[src/logic/duart_defines.vh]
/*
  Constants of the channel A mode/interrupt register block: register
  offsets, command codes, field positions, reset values, baud divisors.
  Assumes a 4-bit register address and a 40 MHz mclk.
*/
// Function
// - pointer returns to mode one on reset/command
// - mode one access moves pointer to mode two
// - flow control negates request-to-send on a valid start bit when full
// - output bit kept; request-to-send returns when space
// - bit 6 picks ready or full interrupt source
// - character mode shows top character error bits
// - block mode ORs errors since error reset
// - parity appended on transmit, checked on receive
// - parity mode 11 is multidrop address bit
// - parity type picks sense, level or polarity
// - length field sets data bits per character
// - aux control bit 7 picks baud set
// - output pins are inverse of port bits, except OP0 under flow control and OP4/OP6 when configured
`ifndef DUART_DEFINES_VH
`define DUART_DEFINES_VH

// ****************************************
// register offsets
// ****************************************
`define ADDR_MODE 4'h0
`define ADDR_STATUS 4'h1
`define ADDR_CMD 4'h2
`define ADDR_DATA 4'h3
`define ADDR_IPC_ACR 4'h4
`define ADDR_ISR_IMR 4'h5
`define ADDR_PRE_HI 4'h6
`define ADDR_PRE_LO 4'h7
`define ADDR_OUTPUT_PORT_CONFIG_IP 4'hd
`define ADDR_OP_SET 4'he
`define ADDR_OP_CLR 4'hf

// ****************************************
// command codes, bits 6:4
// ****************************************
`define CMD_SET_PTR 3'h1
`define CMD_RX_RST 3'h2
`define CMD_TX_RST 3'h3
`define CMD_ERR_RST 3'h4
`define CMD_BRK_RST 3'h5

// ****************************************
// fields and reset values
// ****************************************
`define M1_RX_FLOW 7
`define M1_RX_INT 6
`define M1_ERR_BLK 5
`define ACR_BRG_SET 7
`define OUTPUT_PORT_CONFIG_OP4 4
`define OUTPUT_PORT_CONFIG_OP6 6
`define PAR_WITH 2'h0
`define PAR_FORCE 2'h1
`define PAR_NONE 2'h2
`define PAR_MULTI 2'h3
`define REG_RESET 8'h00

// ****************************************
// 16x baud divisors for the two sets
// ****************************************
`define BAUD_DIV_SET1 16'h0104
`define BAUD_DIV_SET2 16'h0082

`endif

[src/logic/duart_mode1_and_irq_regs.v]
/*
  Channel A of a dual asynchronous receiver/transmitter: mode pointer,
  mode one behaviour, 4-deep receive FIFO, 2-entry transmit buffer,
  input change, interrupt status/mask and output port.
  Assumes a single-cycle register port and one 40 MHz clock.
*/
// Our own choices: the address-and-strobe port and the placing of the registers.
`include "duart_defines.vh"

module duart_mode1_and_irq_regs (
  // clock and reset
  input wire mclk,
  input wire rst_n,
  // register port
  input wire [3:0] addr,
  input wire [7:0] wdata,
  input wire wr_stb,
  input wire rd_stb,
  output reg [7:0] rdata_q,
  // serial line
  input wire rxd,
  output reg txd_q,
  // input port
  input wire [3:0] in_port,
  // output port pins and interrupt
  output reg [7:0] op_n_q,
  output reg irq_n_q
);

  localparam ST_IDLE = 3'h0;
  localparam ST_START = 3'h1;
  localparam ST_DATA = 3'h2;
  localparam ST_PAR = 3'h3;
  localparam ST_STOP = 3'h4;
  localparam ST_BRK = 3'h5;

  // ****************************************
  // decode helpers
  // ****************************************
  function [7:0] len_mask;
    input [1:0] cl;
    begin
      case (cl)
        2'h0: len_mask = 8'h1f;
        2'h1: len_mask = 8'h3f;
        2'h2: len_mask = 8'h7f;
        default: len_mask = 8'hff;
      endcase
    end
  endfunction

  function par_of;
    input [7:0] d;
    input [1:0] cl;
    begin
      par_of = ^(d & len_mask(cl));
    end
  endfunction

  // ****************************************
  // register state
  // ****************************************
  reg ptr_q;
  reg [7:0] mode_one_q, mode_two_q, aux_control_q, irq_mask_q;
  reg [7:0] timer_preload_high_q, timer_preload_low_q;
  reg [7:0] output_port_config_q, output_port_value_q;
  reg rx_en_q, tx_en_q;

  wire mode_acc = (wr_stb || rd_stb) && addr == `ADDR_MODE;
  wire cmd_wr = wr_stb && addr == `ADDR_CMD;
  wire set_ptr = cmd_wr && wdata[6:4] == `CMD_SET_PTR;
  wire rx_rst = cmd_wr && wdata[6:4] == `CMD_RX_RST;
  wire tx_rst = cmd_wr && wdata[6:4] == `CMD_TX_RST;
  wire err_rst = cmd_wr && wdata[6:4] == `CMD_ERR_RST;
  wire brk_rst = cmd_wr && wdata[6:4] == `CMD_BRK_RST;
  wire [1:0] par_mode = mode_one_q[4:3];
  wire par_type = mode_one_q[2];
  wire par_en = par_mode != `PAR_NONE;
  wire [2:0] last_bit = {1'b0, mode_one_q[1:0]} + 3'h4;

  always @(posedge mclk) begin
    if (!rst_n) begin
      ptr_q <= 1'b0;
      mode_one_q <= `REG_RESET;
      mode_two_q <= `REG_RESET;
      aux_control_q <= `REG_RESET;
      irq_mask_q <= `REG_RESET;
      timer_preload_high_q <= `REG_RESET;
      timer_preload_low_q <= `REG_RESET;
      output_port_config_q <= `REG_RESET;
      output_port_value_q <= `REG_RESET;
      rx_en_q <= 1'b0;
      tx_en_q <= 1'b0;
    end else begin
      if (set_ptr) begin
        ptr_q <= 1'b0;
      end else if (mode_acc && !ptr_q) begin
        ptr_q <= 1'b1;
      end
      if (wr_stb && addr == `ADDR_MODE && !ptr_q) begin
        mode_one_q <= wdata;
      end
      if (wr_stb && addr == `ADDR_MODE && ptr_q) begin
        mode_two_q <= wdata;
      end
      if (wr_stb && addr == `ADDR_IPC_ACR) begin
        aux_control_q <= wdata;
      end
      if (wr_stb && addr == `ADDR_ISR_IMR) begin
        irq_mask_q <= wdata;
      end
      if (wr_stb && addr == `ADDR_PRE_HI) begin
        timer_preload_high_q <= wdata;
      end
      if (wr_stb && addr == `ADDR_PRE_LO) begin
        timer_preload_low_q <= wdata;
      end
      if (wr_stb && addr == `ADDR_OUTPUT_PORT_CONFIG_IP) begin
        output_port_config_q <= wdata;
      end
      if (wr_stb && addr == `ADDR_OP_SET) begin
        output_port_value_q <= output_port_value_q | wdata;
      end else if (wr_stb && addr == `ADDR_OP_CLR) begin
        output_port_value_q <= output_port_value_q & ~wdata;
      end
      if (rx_rst || (cmd_wr && wdata[1])) begin
        rx_en_q <= 1'b0;
      end else if (cmd_wr && wdata[0]) begin
        rx_en_q <= 1'b1;
      end
      if (tx_rst || (cmd_wr && wdata[3])) begin
        tx_en_q <= 1'b0;
      end else if (cmd_wr && wdata[2]) begin
        tx_en_q <= 1'b1;
      end
    end
  end

  // ****************************************
  // 16x baud tick
  // ****************************************
  reg [15:0] div_q;
  reg tick_q;
  wire [15:0] div_max = aux_control_q[`ACR_BRG_SET] ? `BAUD_DIV_SET2 : `BAUD_DIV_SET1;

  always @(posedge mclk) begin
    if (!rst_n || div_q >= div_max - 16'h0001) begin
      div_q <= 16'h0000;
      tick_q <= rst_n;
    end else begin
      div_q <= div_q + 16'h0001;
      tick_q <= 1'b0;
    end
  end

  // ****************************************
  // synchronisers
  // ****************************************
  reg rxs1_q, rxs2_q;
  reg [3:0] ips1_q, ips2_q, ips3_q, delta_q;

  always @(posedge mclk) begin
    if (!rst_n) begin
      rxs1_q <= 1'b1;
      rxs2_q <= 1'b1;
      ips1_q <= 4'h0;
      ips2_q <= 4'h0;
      ips3_q <= 4'h0;
    end else begin
      rxs1_q <= rxd;
      rxs2_q <= rxs1_q;
      ips1_q <= in_port;
      ips2_q <= ips1_q;
      ips3_q <= ips2_q;
    end
  end

  // ****************************************
  // receiver and FIFO
  // ****************************************
  reg [2:0] rx_st_q, rx_bit_q;
  reg [3:0] rx_tk_q;
  reg [7:0] rx_sh_q;
  reg rx_par_q;
  reg [10:0] fifo_q [0:3];
  reg [1:0] wp_q, rp_q;
  reg [2:0] cnt_q;
  reg flow_neg_q, ovr_q, brk_q;
  reg [2:0] acc_q;

  wire full = cnt_q == 3'h4;
  wire [10:0] top = fifo_q[rp_q];
  wire [2:0] top_err = (cnt_q != 3'h0) ? top[10:8] : 3'h0;
  wire pop = rd_stb && addr == `ADDR_DATA && cnt_q != 3'h0;
  wire rx_mid = tick_q && rx_tk_q == 4'hf;
  wire push = rx_mid && rx_st_q == ST_STOP;
  wire start_ok = tick_q && rx_st_q == ST_START && rx_tk_q == 4'h7 && !rxs2_q;
  wire rx_fe = !rxs2_q;
  wire rx_brk = rx_fe && rx_sh_q == 8'h00 && !(par_en && rx_par_q);
  reg rx_pe;

  always @* begin
    case (par_mode)
      `PAR_WITH: rx_pe = (rx_par_q ^ par_of(rx_sh_q, mode_one_q[1:0])) != par_type;
      `PAR_FORCE: rx_pe = rx_par_q != par_type;
      `PAR_MULTI: rx_pe = rx_par_q;
      default: rx_pe = 1'b0;
    endcase
  end

  always @(posedge mclk) begin
    if (!rst_n || rx_rst) begin
      rx_st_q <= ST_IDLE;
      rx_tk_q <= 4'h0;
      rx_bit_q <= 3'h0;
      rx_sh_q <= 8'h00;
      rx_par_q <= 1'b0;
    end else if (tick_q) begin
      rx_tk_q <= rx_tk_q + 4'h1;
      case (rx_st_q)
        ST_IDLE: begin
          rx_tk_q <= 4'h0;
          if (rx_en_q && !rxs2_q) begin
            rx_st_q <= ST_START;
          end
        end
        ST_START: begin
          if (rx_tk_q == 4'h7) begin
            rx_tk_q <= 4'h0;
            rx_bit_q <= 3'h0;
            rx_sh_q <= 8'h00;
            rx_st_q <= rxs2_q ? ST_IDLE : ST_DATA;
          end
        end
        ST_DATA: begin
          if (rx_tk_q == 4'hf) begin
            rx_sh_q[rx_bit_q] <= rxs2_q;
            rx_bit_q <= rx_bit_q + 3'h1;
            if (rx_bit_q == last_bit) begin
              rx_st_q <= par_en ? ST_PAR : ST_STOP;
            end
          end
        end
        ST_PAR: begin
          if (rx_tk_q == 4'hf) begin
            rx_par_q <= rxs2_q;
            rx_st_q <= ST_STOP;
          end
        end
        ST_STOP: begin
          if (rx_tk_q == 4'hf) begin
            rx_par_q <= 1'b0;
            rx_st_q <= rx_brk ? ST_BRK : ST_IDLE;
          end
        end
        ST_BRK: begin
          if (rxs2_q) begin
            rx_st_q <= ST_IDLE;
          end
        end
        default: rx_st_q <= ST_IDLE;
      endcase
    end
  end

  always @(posedge mclk) begin
    if (!rst_n || rx_rst) begin
      wp_q <= 2'h0;
      rp_q <= 2'h0;
      cnt_q <= 3'h0;
    end else begin
      if (push && !full) begin
        fifo_q[wp_q] <= {rx_brk, rx_fe, rx_pe && par_en, rx_sh_q};
        wp_q <= wp_q + 2'h1;
      end
      if (pop) begin
        rp_q <= rp_q + 2'h1;
      end
      cnt_q <= cnt_q + {2'h0, push && !full} - {2'h0, pop};
    end
  end

  always @(posedge mclk) begin
    if (!rst_n) begin
      flow_neg_q <= 1'b0;
      ovr_q <= 1'b0;
      brk_q <= 1'b0;
      acc_q <= 3'h0;
    end else begin
      flow_neg_q <= (flow_neg_q && full) || (start_ok && full && mode_one_q[`M1_RX_FLOW]);
      ovr_q <= (ovr_q && !err_rst && !rx_rst) || (push && full);
      brk_q <= (brk_q && !brk_rst) || (push && rx_brk);
      acc_q <= ((err_rst || rx_rst) ? 3'h0 : acc_q) | top_err;
    end
  end

  wire [2:0] err_bits = mode_one_q[`M1_ERR_BLK] ? acc_q : top_err;

  // ****************************************
  // transmit buffer and transmitter
  // ****************************************
  reg [7:0] tb_q [0:1];
  reg [1:0] tb_cnt_q;
  reg [2:0] tx_st_q, tx_bit_q;
  reg [3:0] tx_tk_q;
  reg [7:0] tx_sh_q;
  reg tx_pb_q;

  wire tx_ready = tx_en_q && tb_cnt_q != 2'h2;
  wire tb_push = wr_stb && addr == `ADDR_DATA && tx_ready;
  wire tb_pop = tick_q && tx_st_q == ST_IDLE && tx_en_q && tb_cnt_q != 2'h0;
  wire tx_empty = tb_cnt_q == 2'h0 && tx_st_q == ST_IDLE;
  wire [7:0] tb_head = tb_q[0] & len_mask(mode_one_q[1:0]);
  wire tx_par = (par_mode == `PAR_WITH) ?
    (par_of(tb_head, mode_one_q[1:0]) ^ par_type) : par_type;

  always @(posedge mclk) begin
    if (!rst_n || tx_rst) begin
      tb_cnt_q <= 2'h0;
    end else begin
      if (tb_pop) begin
        tb_q[0] <= (tb_push && tb_cnt_q == 2'h1) ? wdata : tb_q[1];
      end else if (tb_push && tb_cnt_q == 2'h0) begin
        tb_q[0] <= wdata;
      end
      if (tb_push && (tb_cnt_q == 2'h1) != tb_pop) begin
        tb_q[1] <= wdata;
      end
      tb_cnt_q <= tb_cnt_q + {1'b0, tb_push} - {1'b0, tb_pop};
    end
  end

  always @(posedge mclk) begin
    if (!rst_n || tx_rst) begin
      tx_st_q <= ST_IDLE;
      tx_tk_q <= 4'h0;
      tx_bit_q <= 3'h0;
      tx_sh_q <= 8'h00;
      tx_pb_q <= 1'b0;
      txd_q <= 1'b1;
    end else if (tick_q) begin
      tx_tk_q <= tx_tk_q + 4'h1;
      case (tx_st_q)
        ST_IDLE: begin
          tx_tk_q <= 4'h0;
          if (tb_pop) begin
            tx_sh_q <= tb_head;
            tx_pb_q <= tx_par;
            txd_q <= 1'b0;
            tx_st_q <= ST_START;
          end
        end
        ST_START: begin
          if (tx_tk_q == 4'hf) begin
            txd_q <= tx_sh_q[0];
            tx_bit_q <= 3'h0;
            tx_st_q <= ST_DATA;
          end
        end
        ST_DATA: begin
          if (tx_tk_q == 4'hf) begin
            tx_bit_q <= tx_bit_q + 3'h1;
            tx_sh_q <= {1'b0, tx_sh_q[7:1]};
            if (tx_bit_q == last_bit) begin
              txd_q <= par_en ? tx_pb_q : 1'b1;
              tx_st_q <= par_en ? ST_PAR : ST_STOP;
            end else begin
              txd_q <= tx_sh_q[1];
            end
          end
        end
        ST_PAR: begin
          if (tx_tk_q == 4'hf) begin
            txd_q <= 1'b1;
            tx_st_q <= ST_STOP;
          end
        end
        ST_STOP: begin
          if (tx_tk_q == 4'hf) begin
            tx_st_q <= ST_IDLE;
          end
        end
        default: tx_st_q <= ST_IDLE;
      endcase
    end
  end

  // ****************************************
  // status, interrupt, output port, read
  // ****************************************
  wire rx_src = mode_one_q[`M1_RX_INT] ? full : cnt_q != 3'h0;
  wire ipc_rd = rd_stb && addr == `ADDR_IPC_ACR;
  wire ip_chg = |(delta_q & aux_control_q[3:0]);
  wire [7:0] irq_status = {ip_chg, 4'h0, brk_q, rx_src, tx_ready};
  wire [7:0] status = {err_bits, ovr_q, tx_empty, tx_ready, full, cnt_q != 3'h0};
  reg [7:0] op_v;
  reg [7:0] rd_mux;

  always @* begin
    op_v = output_port_value_q;
    op_v[0] = output_port_value_q[0] && !flow_neg_q;
    if (output_port_config_q[`OUTPUT_PORT_CONFIG_OP4]) begin
      op_v[4] = rx_src;
    end
    if (output_port_config_q[`OUTPUT_PORT_CONFIG_OP6]) begin
      op_v[6] = tx_ready;
    end
  end

  always @* begin
    case (addr)
      `ADDR_MODE: rd_mux = ptr_q ? mode_two_q : mode_one_q;
      `ADDR_STATUS: rd_mux = status;
      `ADDR_DATA: rd_mux = top[7:0];
      `ADDR_IPC_ACR: rd_mux = {delta_q, ips2_q};
      `ADDR_ISR_IMR: rd_mux = irq_status;
      `ADDR_OUTPUT_PORT_CONFIG_IP: rd_mux = {4'h0, ips2_q};
      default: rd_mux = 8'h00;
    endcase
  end

  always @(posedge mclk) begin
    if (!rst_n) begin
      delta_q <= 4'h0;
      rdata_q <= 8'h00;
      op_n_q <= 8'hff;
      irq_n_q <= 1'b1;
    end else begin
      delta_q <= (delta_q & {4{!ipc_rd}}) | (ips2_q ^ ips3_q);
      rdata_q <= rd_stb ? rd_mux : 8'h00;
      op_n_q <= ~op_v;
      irq_n_q <= ~|(irq_status & irq_mask_q);
    end
  end

endmodule
[config.mk]
export PLATFORM = sky130hd
export DESIGN_NAME = duart_mode1_and_irq_regs
export DESIGN_NICKNAME = d
export VERILOG_FILES = /design/src/logic/duart_mode1_and_irq_regs.v
export VERILOG_INCLUDE_DIRS = /design/src /design/src/logic
export SDC_FILE = /design/constraint.sdc
export NUM_CORES = 1
export LEC_CHECK = 0
export BUFFER_PORTS_ARGS = -buffer_cell sky130_fd_sc_hd__buf_4
export CAP_MARGIN = 20
export CORE_AREA = 4 4 179 181
export CTS_CLUSTER_SIZE = 30
export DETAILED_ROUTE_END_ITERATION = 6
export DIE_AREA = 0 0 183 185
export PLACE_DENSITY = 0.53
export SETUP_SLACK_MARGIN = 0.4
export SLEW_MARGIN = 20
export SYNTH_ARGS = -nofsm -noshare
export SYNTH_HDL_FRONTEND = slang
export SYNTH_SLANG_ARGS = --single-unit
[constraint.sdc]
create_clock -name mclk -period 2.6 [get_ports mclk]
set_clock_uncertainty 0.2 [all_clocks]
set_input_delay 0.13 -clock mclk [delete_from_list [all_inputs] [get_ports mclk]]
set_output_delay 0.13 -clock mclk [all_outputs]
set_load 0.02 [all_outputs]
-- Word level (Yosys, flattened, before mapping)
Memories as Yosys holds them, arrays and structs flattened. A register that Yosys moved wholly into a read port is not among the register bits.
Cells that the tools add are included.
- add/subtract/negate cells: 13
- $lt $le $gt $ge: 3
- equal/unequal tests: 51
- mux-type cells: 77
- bitwise logic cells: 17
- reductions and logical operators: 106
- operator list (operator ; number):
    two-way mux 8 bit ; 10
    two-way mux 3 bit ; 21
    logical AND 1 bit ; 54
    case mux 8 bit (6 select lines) ; 1
    AND 8 bit ; 5
    case mux 8 bit (2 select lines) ; 2
    != test 2 bit (second input constant) ; 14
    two-way mux 1 bit ; 26
    case mux 8 bit (3 select lines) ; 1
    equality test 4 bit (second input constant) ; 5
    equality test 3 x 2 -> 1 bit (second input constant) ; 6
    equality test 3 bit (second input constant) ; 6
    case mux 3 bit (6 select lines) ; 1
    adder 16 x 1 -> 16 bit (second input constant) ; 1
    >= comparator 16 bit ; 1
    inverter 8 bit ; 2
    AND reduction 4 bit ; 4
    XOR reduction 8 bit ; 2
    case mux 3 bit (5 select lines) ; 1
    equality test 4 x 3 -> 1 bit (second input constant) ; 3
    case mux 3 bit (2 select lines) ; 2
    nonzero test 2 bit ; 6
    zero test 1 bit ; 11
    logical OR 1 bit ; 10
    50 further kinds ; 72
- register bits: 156
- RAM bits: 60
- bits of input ports: 21
- output and inout port bits: 18
- logic and storage cells: 308
- memories: 2
- memory list (name ; depth ; bits a word ; read ports ; clocked after memory_dff ; wr ports ; RTL line ; RTL):
    fifo_q ; 4 ; 11 ; 1 ; 1 ; 1 ; duart_mode1_and_irq_regs.v:185 ; reg [10:0] fifo_q [0:3];
    tb_q ; 2 ; 8 ; 2 ; 0 ; 2 ; duart_mode1_and_irq_regs.v:302 ; reg [7:0] tb_q [0:1];

-- Depth between registers and ports, before layout
Gate-level depths: netlist of the first run.
- word-level depth: 9
- gate-level depth with buffers: 11
- depth with buffers taken out: 10

-- Worst setup path after synthesis of the first run
No wires, ideal clock.
- kind: register -> register
- from: register rx_tk_q[3]
- to: register cnt_q[2]
- setup time: 0.115 ns
- arrival: 2.183 ns
- required time: 2.285 ns
- setup slack: 0.102 ns
- cell stages (with the launch flop): 11
- path buffers: 1
- period minus slack after synthesis: 2.498 ns
- cells stage by stage: dfxtp_1 clkbuf_1 nand4_1 nor2_1 nand2_1 ha_1 inv_1 ha_1 fa_1 xnor2_1 nor2_1
- longest elaborated chain between the ends: 6
- ends and longest elaborated chain (item ; RTL line ; RTL):
    from (decl) ; duart_mode1_and_irq_regs.v:182 ; reg [3:0] rx_tk_q;
    from (signal assigned) ; duart_mode1_and_irq_regs.v:219 ; rx_tk_q <= rx_tk_q + 4'h1;
    equality test 4 bit ; duart_mode1_and_irq_regs.v:195 ; wire rx_mid = tick_q && rx_tk_q == 4'hf;
    logical AND 1 bit ; duart_mode1_and_irq_regs.v:195 ;
    logical AND 1 bit ; duart_mode1_and_irq_regs.v:196 ; wire push = rx_mid && rx_st_q == ST_STOP;
    logical AND 1 bit ; duart_mode1_and_irq_regs.v:279 ; cnt_q <= cnt_q + {2'h0, push && !full} - {2'h0, pop};
    adder 3 x 1 -> 3 bit ; duart_mode1_and_irq_regs.v:279 ;
    subtractor 3 x 1 -> 3 bit ; duart_mode1_and_irq_regs.v:279 ;
    to (signal assigned) ; duart_mode1_and_irq_regs.v:279 ;
    to (decl) ; duart_mode1_and_irq_regs.v:187 ; reg [2:0] cnt_q;
Every way passes these cells.
A chain may end at the register's enable or synchronous reset.

-- Final worst setup path of the first run
- from: register rx_sh_q[1]
- to: memory fifo_q[0][8] (data pin)
- longest elaborated chain between the ends: 6
- ends and longest elaborated chain (item ; RTL line ; RTL):
    from (decl) ; duart_mode1_and_irq_regs.v:183 ; reg [7:0] rx_sh_q;
    from (signal, indexed assignment) ; duart_mode1_and_irq_regs.v:237 ; rx_sh_q[rx_bit_q] <= rxs2_q;
    AND 8 bit ; duart_mode1_and_irq_regs.v:56 ; par_of = ^(d & len_mask(cl));
    XOR reduction 8 bit ; duart_mode1_and_irq_regs.v:56 ;
    XOR 1 bit ; duart_mode1_and_irq_regs.v:204 ; `PAR_WITH: rx_pe = (rx_par_q ^ par_of(rx_sh_q, mode_one_q[1:0])) != par_type;
    != test 1 bit ; duart_mode1_and_irq_regs.v:204 ;
    case mux 1 bit (3 select lines) ; duart_mode1_and_irq_regs.v:203 ; case (par_mode)
    logical AND 1 bit ; duart_mode1_and_irq_regs.v:273 ; fifo_q[wp_q] <= {rx_brk, rx_fe, rx_pe && par_en, rx_sh_q};
    to (decl) ; duart_mode1_and_irq_regs.v:185 ;
Every way passes these cells.

==> results.json, run 1 <==
{
  "rows": 64,
  "boundaryPins": 39,
  "ant_nets": 0,
  "tightest_slew_ns": 0.690,
  "fin_tns_setup_ns": 0,
  "post_drt_wl_per_cell_microns": 16.3,
  "min_period_ns": 2.26,
  "max-cap-violations": 0,
  "fillCellCount": 3068,
  "grt_antenna_before_repair": 1,
  "drive_gt1_frac": 0.212,
  "post-route-drc-count": 0,
  "yosysMostFrequentCell": "dfxtp_1",
  "final_cell_area_sq_mm": 0.0112,
  "root_buffer": "clkbuf_16",
  "grt_overflow_total": 0,
  "arrival_ns": 2.36,
  "synth_area_sq_mm": 0.00905,
  "end_kind": "register",
  "multiInputGateArea_sq_mm": 0.00418,
  "track_usage": 0.134,
  "setup_violations": 0,
  "gp_congestion": 0.855,
  "period_share": 0.870,
  "grtUsageMet3": 0.0171,
  "synth.area.top_cells": "dfxtp_1 32%, edfxtp_1 20%, a21oi_1 4.1%, nor2_1 4.0%, nand2_1 3.4%",
  "tritoncts": "yes",
  "yosysWarnings": 0,
  "drt-pass1-iter-count": 7,
  "fin_util": 0.367,
  "power_uw": 6780,
  "pre_cts_slack_ns": 0.140,
  "worst_slack_ns": 0.339,
  "ys_types": 77,
  "vias": 6724,
  "start_kind": "register",
  "start_util": 0.298,
  "p_leak_uw": 0.00405,
  "cp_max_fo": 4,
  "grtUsageMet1": 0.195,
  "cts_max_level": 1,
  "ys_ff_latch": 206,
  "min_path_type": "input pin to register",
  "viasPerCell": 4.82,
  "synth_top_area_share": 0.323,
  "critPathTopFamily": "compound AO/OA/AOI/OAI gates",
  "async_flop_share": 0,
  "ys.flop_type": "dfxtp_1",
  "rsz0062_at_grt": "yes",
  "numCtsBuffers": 23,
  "synth_area_leader_cell": "dfxtp_1",
  "first_iter_violations": 437,
  "met2_usage": 0.212,
  "clock_latency_ns": 0.50,
  "critPathRequiredTime_ns": 2.70,
  "p_per_area_mw_per_mm2": 607,
  "die_h_microns": 185,
  "syn_inst": 895,
  "portBuffers": 38,
  "relSlewSlack": 0.539,
  "die_area_sq_mm": 0.0339,
  "fp.coreArea_sq_mm": 0.0304,
  "critPathBufInv": 1,
  "placedInstanceArea_sq_mm": 0.00995,
  "die_x_microns": 183,
  "synthTopCellsByCount": "146 x dfxtp_1, 97 x nor2_1, 82 x nand2_1",
  "critPathKind": "register to register",
  "synth-edff-count": 60,
  "hold_viol_final": 0,
  "max_freq_mhz": 442,
  "peakVddDrop_uv": 393,
  "hpwl_mm": 15.7,
  "synth_seq_area_share": 0.522,
  "syn_to_final_growth_pct": 23.4,
  "drt-total-wl_mm": 22.8,
  "top_usage_layer": "met2",
  "syn_avg_cell_area_sq_um": 10.1,
  "grt_pass1_wl_mm": 36.5,
  "grt_pass1_vias": 6591,
  "max_stage_delay_ns": 0.36,
  "num-nets-final": 1026,
  "numClockSinks": 206,
  "slowest_stage": "dfxtp_4",
  "drv_slew": 0,
  "seqCellArea_sq_mm": 0.00476,
  "status": "completed",
  "num_antenna_cells": 0,
  "clockBufferDepth": 3,
  "grt_max_degree": 47,
  "clk_pin_slew_ns": 0.06,
  "crit_chain": "inv_4, ha_4, xor2_2, xnor2_2, and4_4, or2_1, o211a_1, a221oi_4"
}
## report_power, final
part / internal, uW / leakage, uW / switching [uW]
Clock: 1850 / 0.000340 / 1260
Combinational: 134 / 0.00197 / 194
Sequential: 3320 / 0.00174 / 27.5
Total: 5310 / 0.00405 / 1480
## cells by family (layout without fill, tap and decap cells)
logic type                 count (synthesis)  after routing  synth area share
buffers and inverters                     81            180            0.0395
other                                      1              6          0.000414
DFF                                      206            206             0.522
AOI/OAI and AO/OA                        184            184             0.128
xor gates and xnor gates                  37             37            0.0373
adders and majority gates                 19             19            0.0271
muxes                                     48             48            0.0706
and+or+nand+nor                          319            319             0.175
## per-layer routing
metal	part of all wire	wire length (microns)	vias to the layer above
li1	-	-	3351
met4	0.016	376	0
met2	0.45	10200	121
met3	0.042	957	33
met1	0.49	11200	3219
met5	0	0	-
## metrics by stage
step	hold WS (ns)	std cells
after floorplan	0.0266	900
after global placement	0.118	1317
after detailed placement	0.132	1317
after CTS	0.0305	1393
after global routing	0.0324	1395
final	0.00289	1395
## final cells by class
type	count	area share
sequential	206	0.426
multi-input combinational	613	0.374
timing repair buffer	113	0.0820
clock buffer	30	0.0548
tap	396	0.0443
inverter	29	0.00997
clock inverter	8	0.00907
## worst paths after layout
| kind | startpoint | end | slack, ns | cells past startpoint |
|---|---|---|---|---|
| min reg2reg | register | op_n_q[7] | 0.18 | 1 |
| min | addr[0] | rx_en_q | 0.003 | 3 |
| max reg2reg | rx_sh_q[1] | fifo_q[0][8] | 0.34 | 8 |
| max | rx_sh_q[1] | fifo_q[0][8] | 0.34 | 8 |
## worst reg2reg max path, cell delays in order, from the launching register on
cell	delay (ns)
dfxtp_4	0.36
inv_4	0.04
ha_4	0.23
xor2_2	0.18
xnor2_2	0.16
and4_4	0.17
or2_1	0.22
o211a_1	0.25
a221oi_4	0.26
## layout by cell type, fill, tap and decap left out, types with 10 or more instances in the layout
cell type	instances
xor2_1	11
nor2_1	96
a21oi_1	74
nand3_1	31
o21ai_0	28
xnor2_1	22
edfxtp_1	60
inv_1	22
mux2i_1	20
nor3_1	15
and2_1	16
buf_4	87
mux4_2	11
mux2_2	10
dfxtp_1	128
dlygate4sd3_1	24
clkbuf_16	23
nand2_1	81
ha_1	12
a311oi_1	10
dfxtp_2	13
## registers in the layout (all words and copies together), names as in the netlist, 4 cells and up, named ones only
register and flops:
irq_mask_q 4, rx_tk_q 4, mode_two_q 8, tb_q 16
rdata_q 8, delta_q 4, mode_one_q 8, op_n_q 8
aux_control_q 5, div_q 16, rx_sh_q 8, tx_sh_q 8
tx_tk_q 4, ips3_q 4, ips2_q 4, ips1_q 4
fifo_q 44
## repair_timing
action	CTS	global route
endpoints found under the setup margin	73	36
resized for setup	26	23
hold endpoints to repair	83	0
hold buffers	24	0
buffers inserted	14	2
pin swaps	16	13
Power figures use the tool's default switching activity.
==> run 2: changes to the inputs <==
- CTS_CLUSTER_DIAMETER: unset -> 200
- PLACE_DENSITY: 0.53 -> unset
==> run 2 against run 1 <==
Via count up 0.40%; hold slack better by 0.013 ns; die area unchanged; sequential power about the same; largest cell class unchanged; critical path type unchanged; highest routed layer unchanged; register-to-register slack worse by 0.04 ns.
==> results.json, run 2 (synthesis gave the netlist of run 1 again) <==
{
  "boundaryPins": 39,
  "tightest_slew_ns": 0.599,
  "numCtsBuffers": 10,
  "p_per_area_mw_per_mm2": 510,
  "post_drt_wl_per_cell_microns": 16.0,
  "gp_congestion": 0.864,
  "end_kind": "register",
  "status": "completed",
  "min_path_type": "input pin to register",
  "rows": 64,
  "max_freq_mhz": 434,
  "regMostFlops": "fifo_q",
  "top_usage_layer": "met2",
  "drt-pass1-iter-count": 5,
  "cp_max_fo": 2,
  "relSlewSlack": 0.601,
  "reg_top3": "fifo_q x44, div_q x16, tb_q x16",
  "clockBufferDepth": 3,
  "final_cell_area_sq_mm": 0.0109,
  "r2r_slack_ns": 0.30,
  "min_period_ns": 2.30,
  "period_share": 0.886,
  "grtUsageMet1": 0.190,
  "fp.coreArea_sq_mm": 0.0304,
  "fin_cells": 1380,
  "fin_tns_setup_ns": 0,
  "met2_usage": 0.206,
  "numClockSinks": 206,
  "portBuffers": 38,
  "drt-total-wl_mm": 22.1,
  "vias": 6751,
  "arrival_ns": 2.51,
  "tritoncts": "yes",
  "clock_latency_ns": 0.48,
  "peakVddDrop_uv": 360,
  "max-cap-violations": 0,
  "drv_slew": 0,
  "start_util": 0.298,
  "num-nets-final": 1019,
  "largest_reg_flops": 44,
  "clk_pin_slew_ns": 0.11,
  "hold_depth": 4,
  "grt_pass1_wl_mm": 35.5,
  "worst_r2r_path_depth": 10,
  "hpwl_mm": 15.2,
  "grtUsageMet3": 0.0167,
  "track_usage": 0.128,
  "root_buffer": "clkbuf_16",
  "die_x_microns": 183,
  "grt_pass1_vias": 6419,
  "post-route-drc-count": 0,
  "start_kind": "register",
  "syn_to_final_growth_pct": 20.2,
  "cts_max_level": 1,
  "hold_viol_final": 0,
  "viasPerCell": 4.89,
  "die_h_microns": 185,
  "dp_cells": 1317,
  "critPathKind": "register to register",
  "final_cell_mix": "128 x dfxtp_1, 94 x nor2_1, 88 x buf_4",
  "rsz0062_at_grt": "yes",
  "drive_gt1_frac": 0.207,
  "first_iter_violations": 503,
  "critPathRequiredTime_ns": 2.80,
  "p_leak_uw": 0.00392,
  "die_area_sq_mm": 0.0339,
  "grt_antenna_before_repair": 1,
  "grt_max_degree": 47,
  "fin_util": 0.358,
  "final_common_cell": "dfxtp_1",
  "placedInstanceArea_sq_mm": 0.00995,
  "setup_violations": 0,
  "grt_overflow_total": 0,
  "ant_nets": 0
}
[run 2: path summary, 6_finish.rpt]
path,startpoint,end
worst max-delay path,rx_tk_q[0],cnt_q[1]
worst min-delay path,wdata[4],ovr_q
worst max register to register,rx_tk_q[0],cnt_q[1]
worst min register to register,register,op_n_q[7]
[run 2: per-layer routing]
metal	part of all wire	wire (microns)
met1	0.49	10900
met2	0.46	10100
met3	0.039	860
met4	0.011	253
met5	0	0
[run 2: through the flow]
stage | total power [uW] | hold WS (ns) | worst slack, ns
after floorplan | 3600 | 0.0266 | 0.296
after global placement | 3700 | 0.117 | 0.190
after detailed placement | 3700 | 0.116 | 0.123
after CTS | 5590 | 0.00182 | 0.274
after global routing | 5750 | 0.0406 | 0.205
final | 5550 | 0.0157 | 0.297
[run 2: timing repair]
item                                   CTS  global route
endpoints found under the hold margin   88             0
setup buffers                           15             5
gates resized for setup                 22            36
setup endpoints to repair               73            63
hold buffers                            26             0
pin swaps                               14            16
gates cloned                             0             0
[run 2: critical path: stages (launching register included)]
cell and delay, ns:
dfxtp_2 0.37, ha_4 0.14, nand4_1 0.12, nor2_2 0.20
nand2_2 0.12, ha_4 0.28, inv_2 0.04, ha_4 0.15
fa_2 0.53, inv_2 0.04, nor2_2 0.07
[run 2: cell type report]
type,count,area [sq um]
diodes,1,2.50
clock buffers,15,290
clock inverters,1,30.0
fillers,3037,19500
inverters,29,109
multi-input cells,613,4220
flip-flops and latches,206,4750
well taps,396,495
repair buffers,119,980
[run 2: power breakdown]
part	total [uW]	internal [uW]	switching (uW)
clock	1880	889	990
combinational	327	133	194
sequential	3340	3320	25.5
total	5550	4340	1210
==> run 3: changes to the inputs <==
==> constraint.sdc (replaced) <==
create_clock -name mclk -period 2.6 [get_ports mclk]
set_clock_uncertainty 0.2 [all_clocks]
set_input_delay 0.78 -clock mclk [delete_from_list [all_inputs] [get_ports mclk]]
set_output_delay 0.78 -clock mclk [all_outputs]
set_load 0.02 [all_outputs]
==> run 3 against run 2 <==
First-iteration DRC count is 1.8% lower; largest cell class unchanged; die area stayed put; critical endpoint is now fifo_q[3][8]; worst setup slack better by 0.021 ns; sequential power hardly changed; flip-flop and latch count stayed put.
==> results.json, run 3 (synthesis gave the netlist of run 1 again) <==
{
  "drt-pass1-iter-count": 5,
  "min_path_type": "register to register",
  "critPathRequiredTime_ns": 2.73,
  "vias": 6739,
  "grt_max_degree": 47,
  "clk_pin_slew_ns": 0.11,
  "start_util": 0.298,
  "regMostFlops": "fifo_q",
  "die_x_microns": 183,
  "cts_max_level": 1,
  "die_h_microns": 185,
  "ant_nets": 0,
  "critPathTopFamily": "compound AO/OA/AOI/OAI gates",
  "timing.rr.start": "rx_sh_q[2]",
  "dp_cells": 1351,
  "met2_usage": 0.204,
  "fin_util": 0.361,
  "rows": 64,
  "start_kind": "register",
  "boundaryPins": 39,
  "cp.depth": 9,
  "max-cap-violations": 0,
  "power_uw": 5550,
  "pre_cts_slack_ns": -0.0172,
  "p_per_area_mw_per_mm2": 505,
  "drv_slew": 0,
  "drt-total-wl_mm": 22.4,
  "status": "completed",
  "post_drt_wl_per_cell_microns": 16.2,
  "r2r_slack_ns": 0.32,
  "p_leak_uw": 0.00399,
  "largest_reg_flops": 44,
  "syn_to_final_growth_pct": 21.4,
  "worst_slack_ns": 0.318,
  "num-nets-final": 1023,
  "tightest_slew_ns": 0.603,
  "rsz0062_at_grt": "yes",
  "max_freq_mhz": 438,
  "cp_max_fo": 4,
  "max_stage_delay_ns": 0.36,
  "critPathKind": "register to register",
  "grt_overflow_total": 0,
  "reg_top3": "fifo_q x44, div_q x16, tb_q x16",
  "end_kind": "register",
  "grtUsageMet3": 0.0189,
  "hpwl_mm": 16.1,
  "num_antenna_cells": 0,
  "track_usage": 0.128,
  "clock_latency_ns": 0.47,
  "final_cell_mix": "131 x dfxtp_1, 116 x buf_4, 93 x nor2_1",
  "endpoint": "fifo_q[3][8]",
  "fp.coreArea_sq_mm": 0.0304,
  "grtUsageMet1": 0.189,
  "grt_pass1_vias": 6436,
  "viasPerCell": 4.88,
  "first_iter_violations": 494,
  "crit_chain": "inv_2, ha_4, xor2_2, xnor2_2, and4_4, or2_4, o211a_1, a221oi_2, buf_4",
  "setup_violations": 0,
  "period_share": 0.878,
  "grt_pass1_wl_mm": 35.5,
  "portBuffers": 38,
  "die_area_sq_mm": 0.0339,
  "min_period_ns": 2.28,
  "drive_gt1_frac": 0.255,
  "tritoncts": "yes",
  "critPathBufInv": 2,
  "fin_cells": 1382,
  "worst_r2r_path_depth": 9,
  "hold_viol_final": 0,
  "numCtsBuffers": 10,
  "clockBufferDepth": 3,
  "peakVddDrop_uv": 394,
  "root_buffer": "clkbuf_16",
  "relSlewSlack": 0.598,
  "timing.critical_path.from": "rx_sh_q[2]",
  "grt_antenna_before_repair": 1,
  "final_common_cell": "dfxtp_1",
  "post-route-drc-count": 0,
  "slowest_stage": "dfxtp_4",
  "numClockSinks": 206,
  "r2r_end": "fifo_q[3][8]",
  "gp_congestion": 0.891,
  "top_usage_layer": "met2",
  "arrival_ns": 2.41
}
[run 3: changes by cell type in the layout (fill, tap and decap cells not counted), moves of 4 or more]
cell           change
a21oi_1            -6
a21oi_2            +5
and2_4             +4
buf_4             +28
buf_6              -4
dfxtp_2            -8
dfxtp_4            +5
dlygate4sd3_1     -25
mux2_1             -7
mux2_4             +7
[run 3: report_power, final]
group          internal, uW  total, uW  switching [uW]
clock network           883       1870             985
logic                   141        341             200
registers              3310       3340            27.6
total                  4340       5550            1210
[run 3: per-layer routing]
| layer | share of wire | up-vias |
|---|---|---|
| met5 | 0 | - |
| met4 | 0.015 | 0 |
| met3 | 0.052 | 21 |
| met2 | 0.45 | 134 |
| met1 | 0.49 | 3245 |
| li1 | - | 3339 |
[run 3: area by class of cell]
type	instances	area (sq um)
inverters	29	109
flip-flops and latches	206	4760
repair buffers	119	922
fillers	3039	19400
multi-input cells	617	4390
clock buffers	14	287
well taps	396	495
clock inverters	1	30.0
[run 3: what timing repair did]
action                                  CTS  global route
endpoints found under the setup margin   69            67
cloned                                    0             4
resized for setup                        24            23
buffers inserted                          8             4
hold buffers                              0             0
pin swaps                                13            16
[run 3: worst min path at each step]
stage	slack (ns)	cells past startpoint	startpoint	endpoint
6_report	0.20	1	register	op_n_q[7]
5_1_grt	0.22	1	register	op_n_q[7]
4_1_cts	0.20	1	register	op_n_q[3]
3_5_place_dp	0.17	1	register	op_n_q[3]
3_3_place_gp	0.17	1	register	op_n_q[7]
2_1_floorplan	0.16	1	register	op_n_q[1]
[run 3: stage by stage]
step | hold slack, ns | instance area, sq um | TNS (ns)
after floorplan | 0.158 | 9380 | 0
after global routing | 0.224 | 11000 | 0
after detailed placement | 0.169 | 10400 | -0.0821
final | 0.200 | 11000 | 0
after CTS | 0.199 | 10800 | 0
after global placement | 0.174 | 10400 | -0.0819
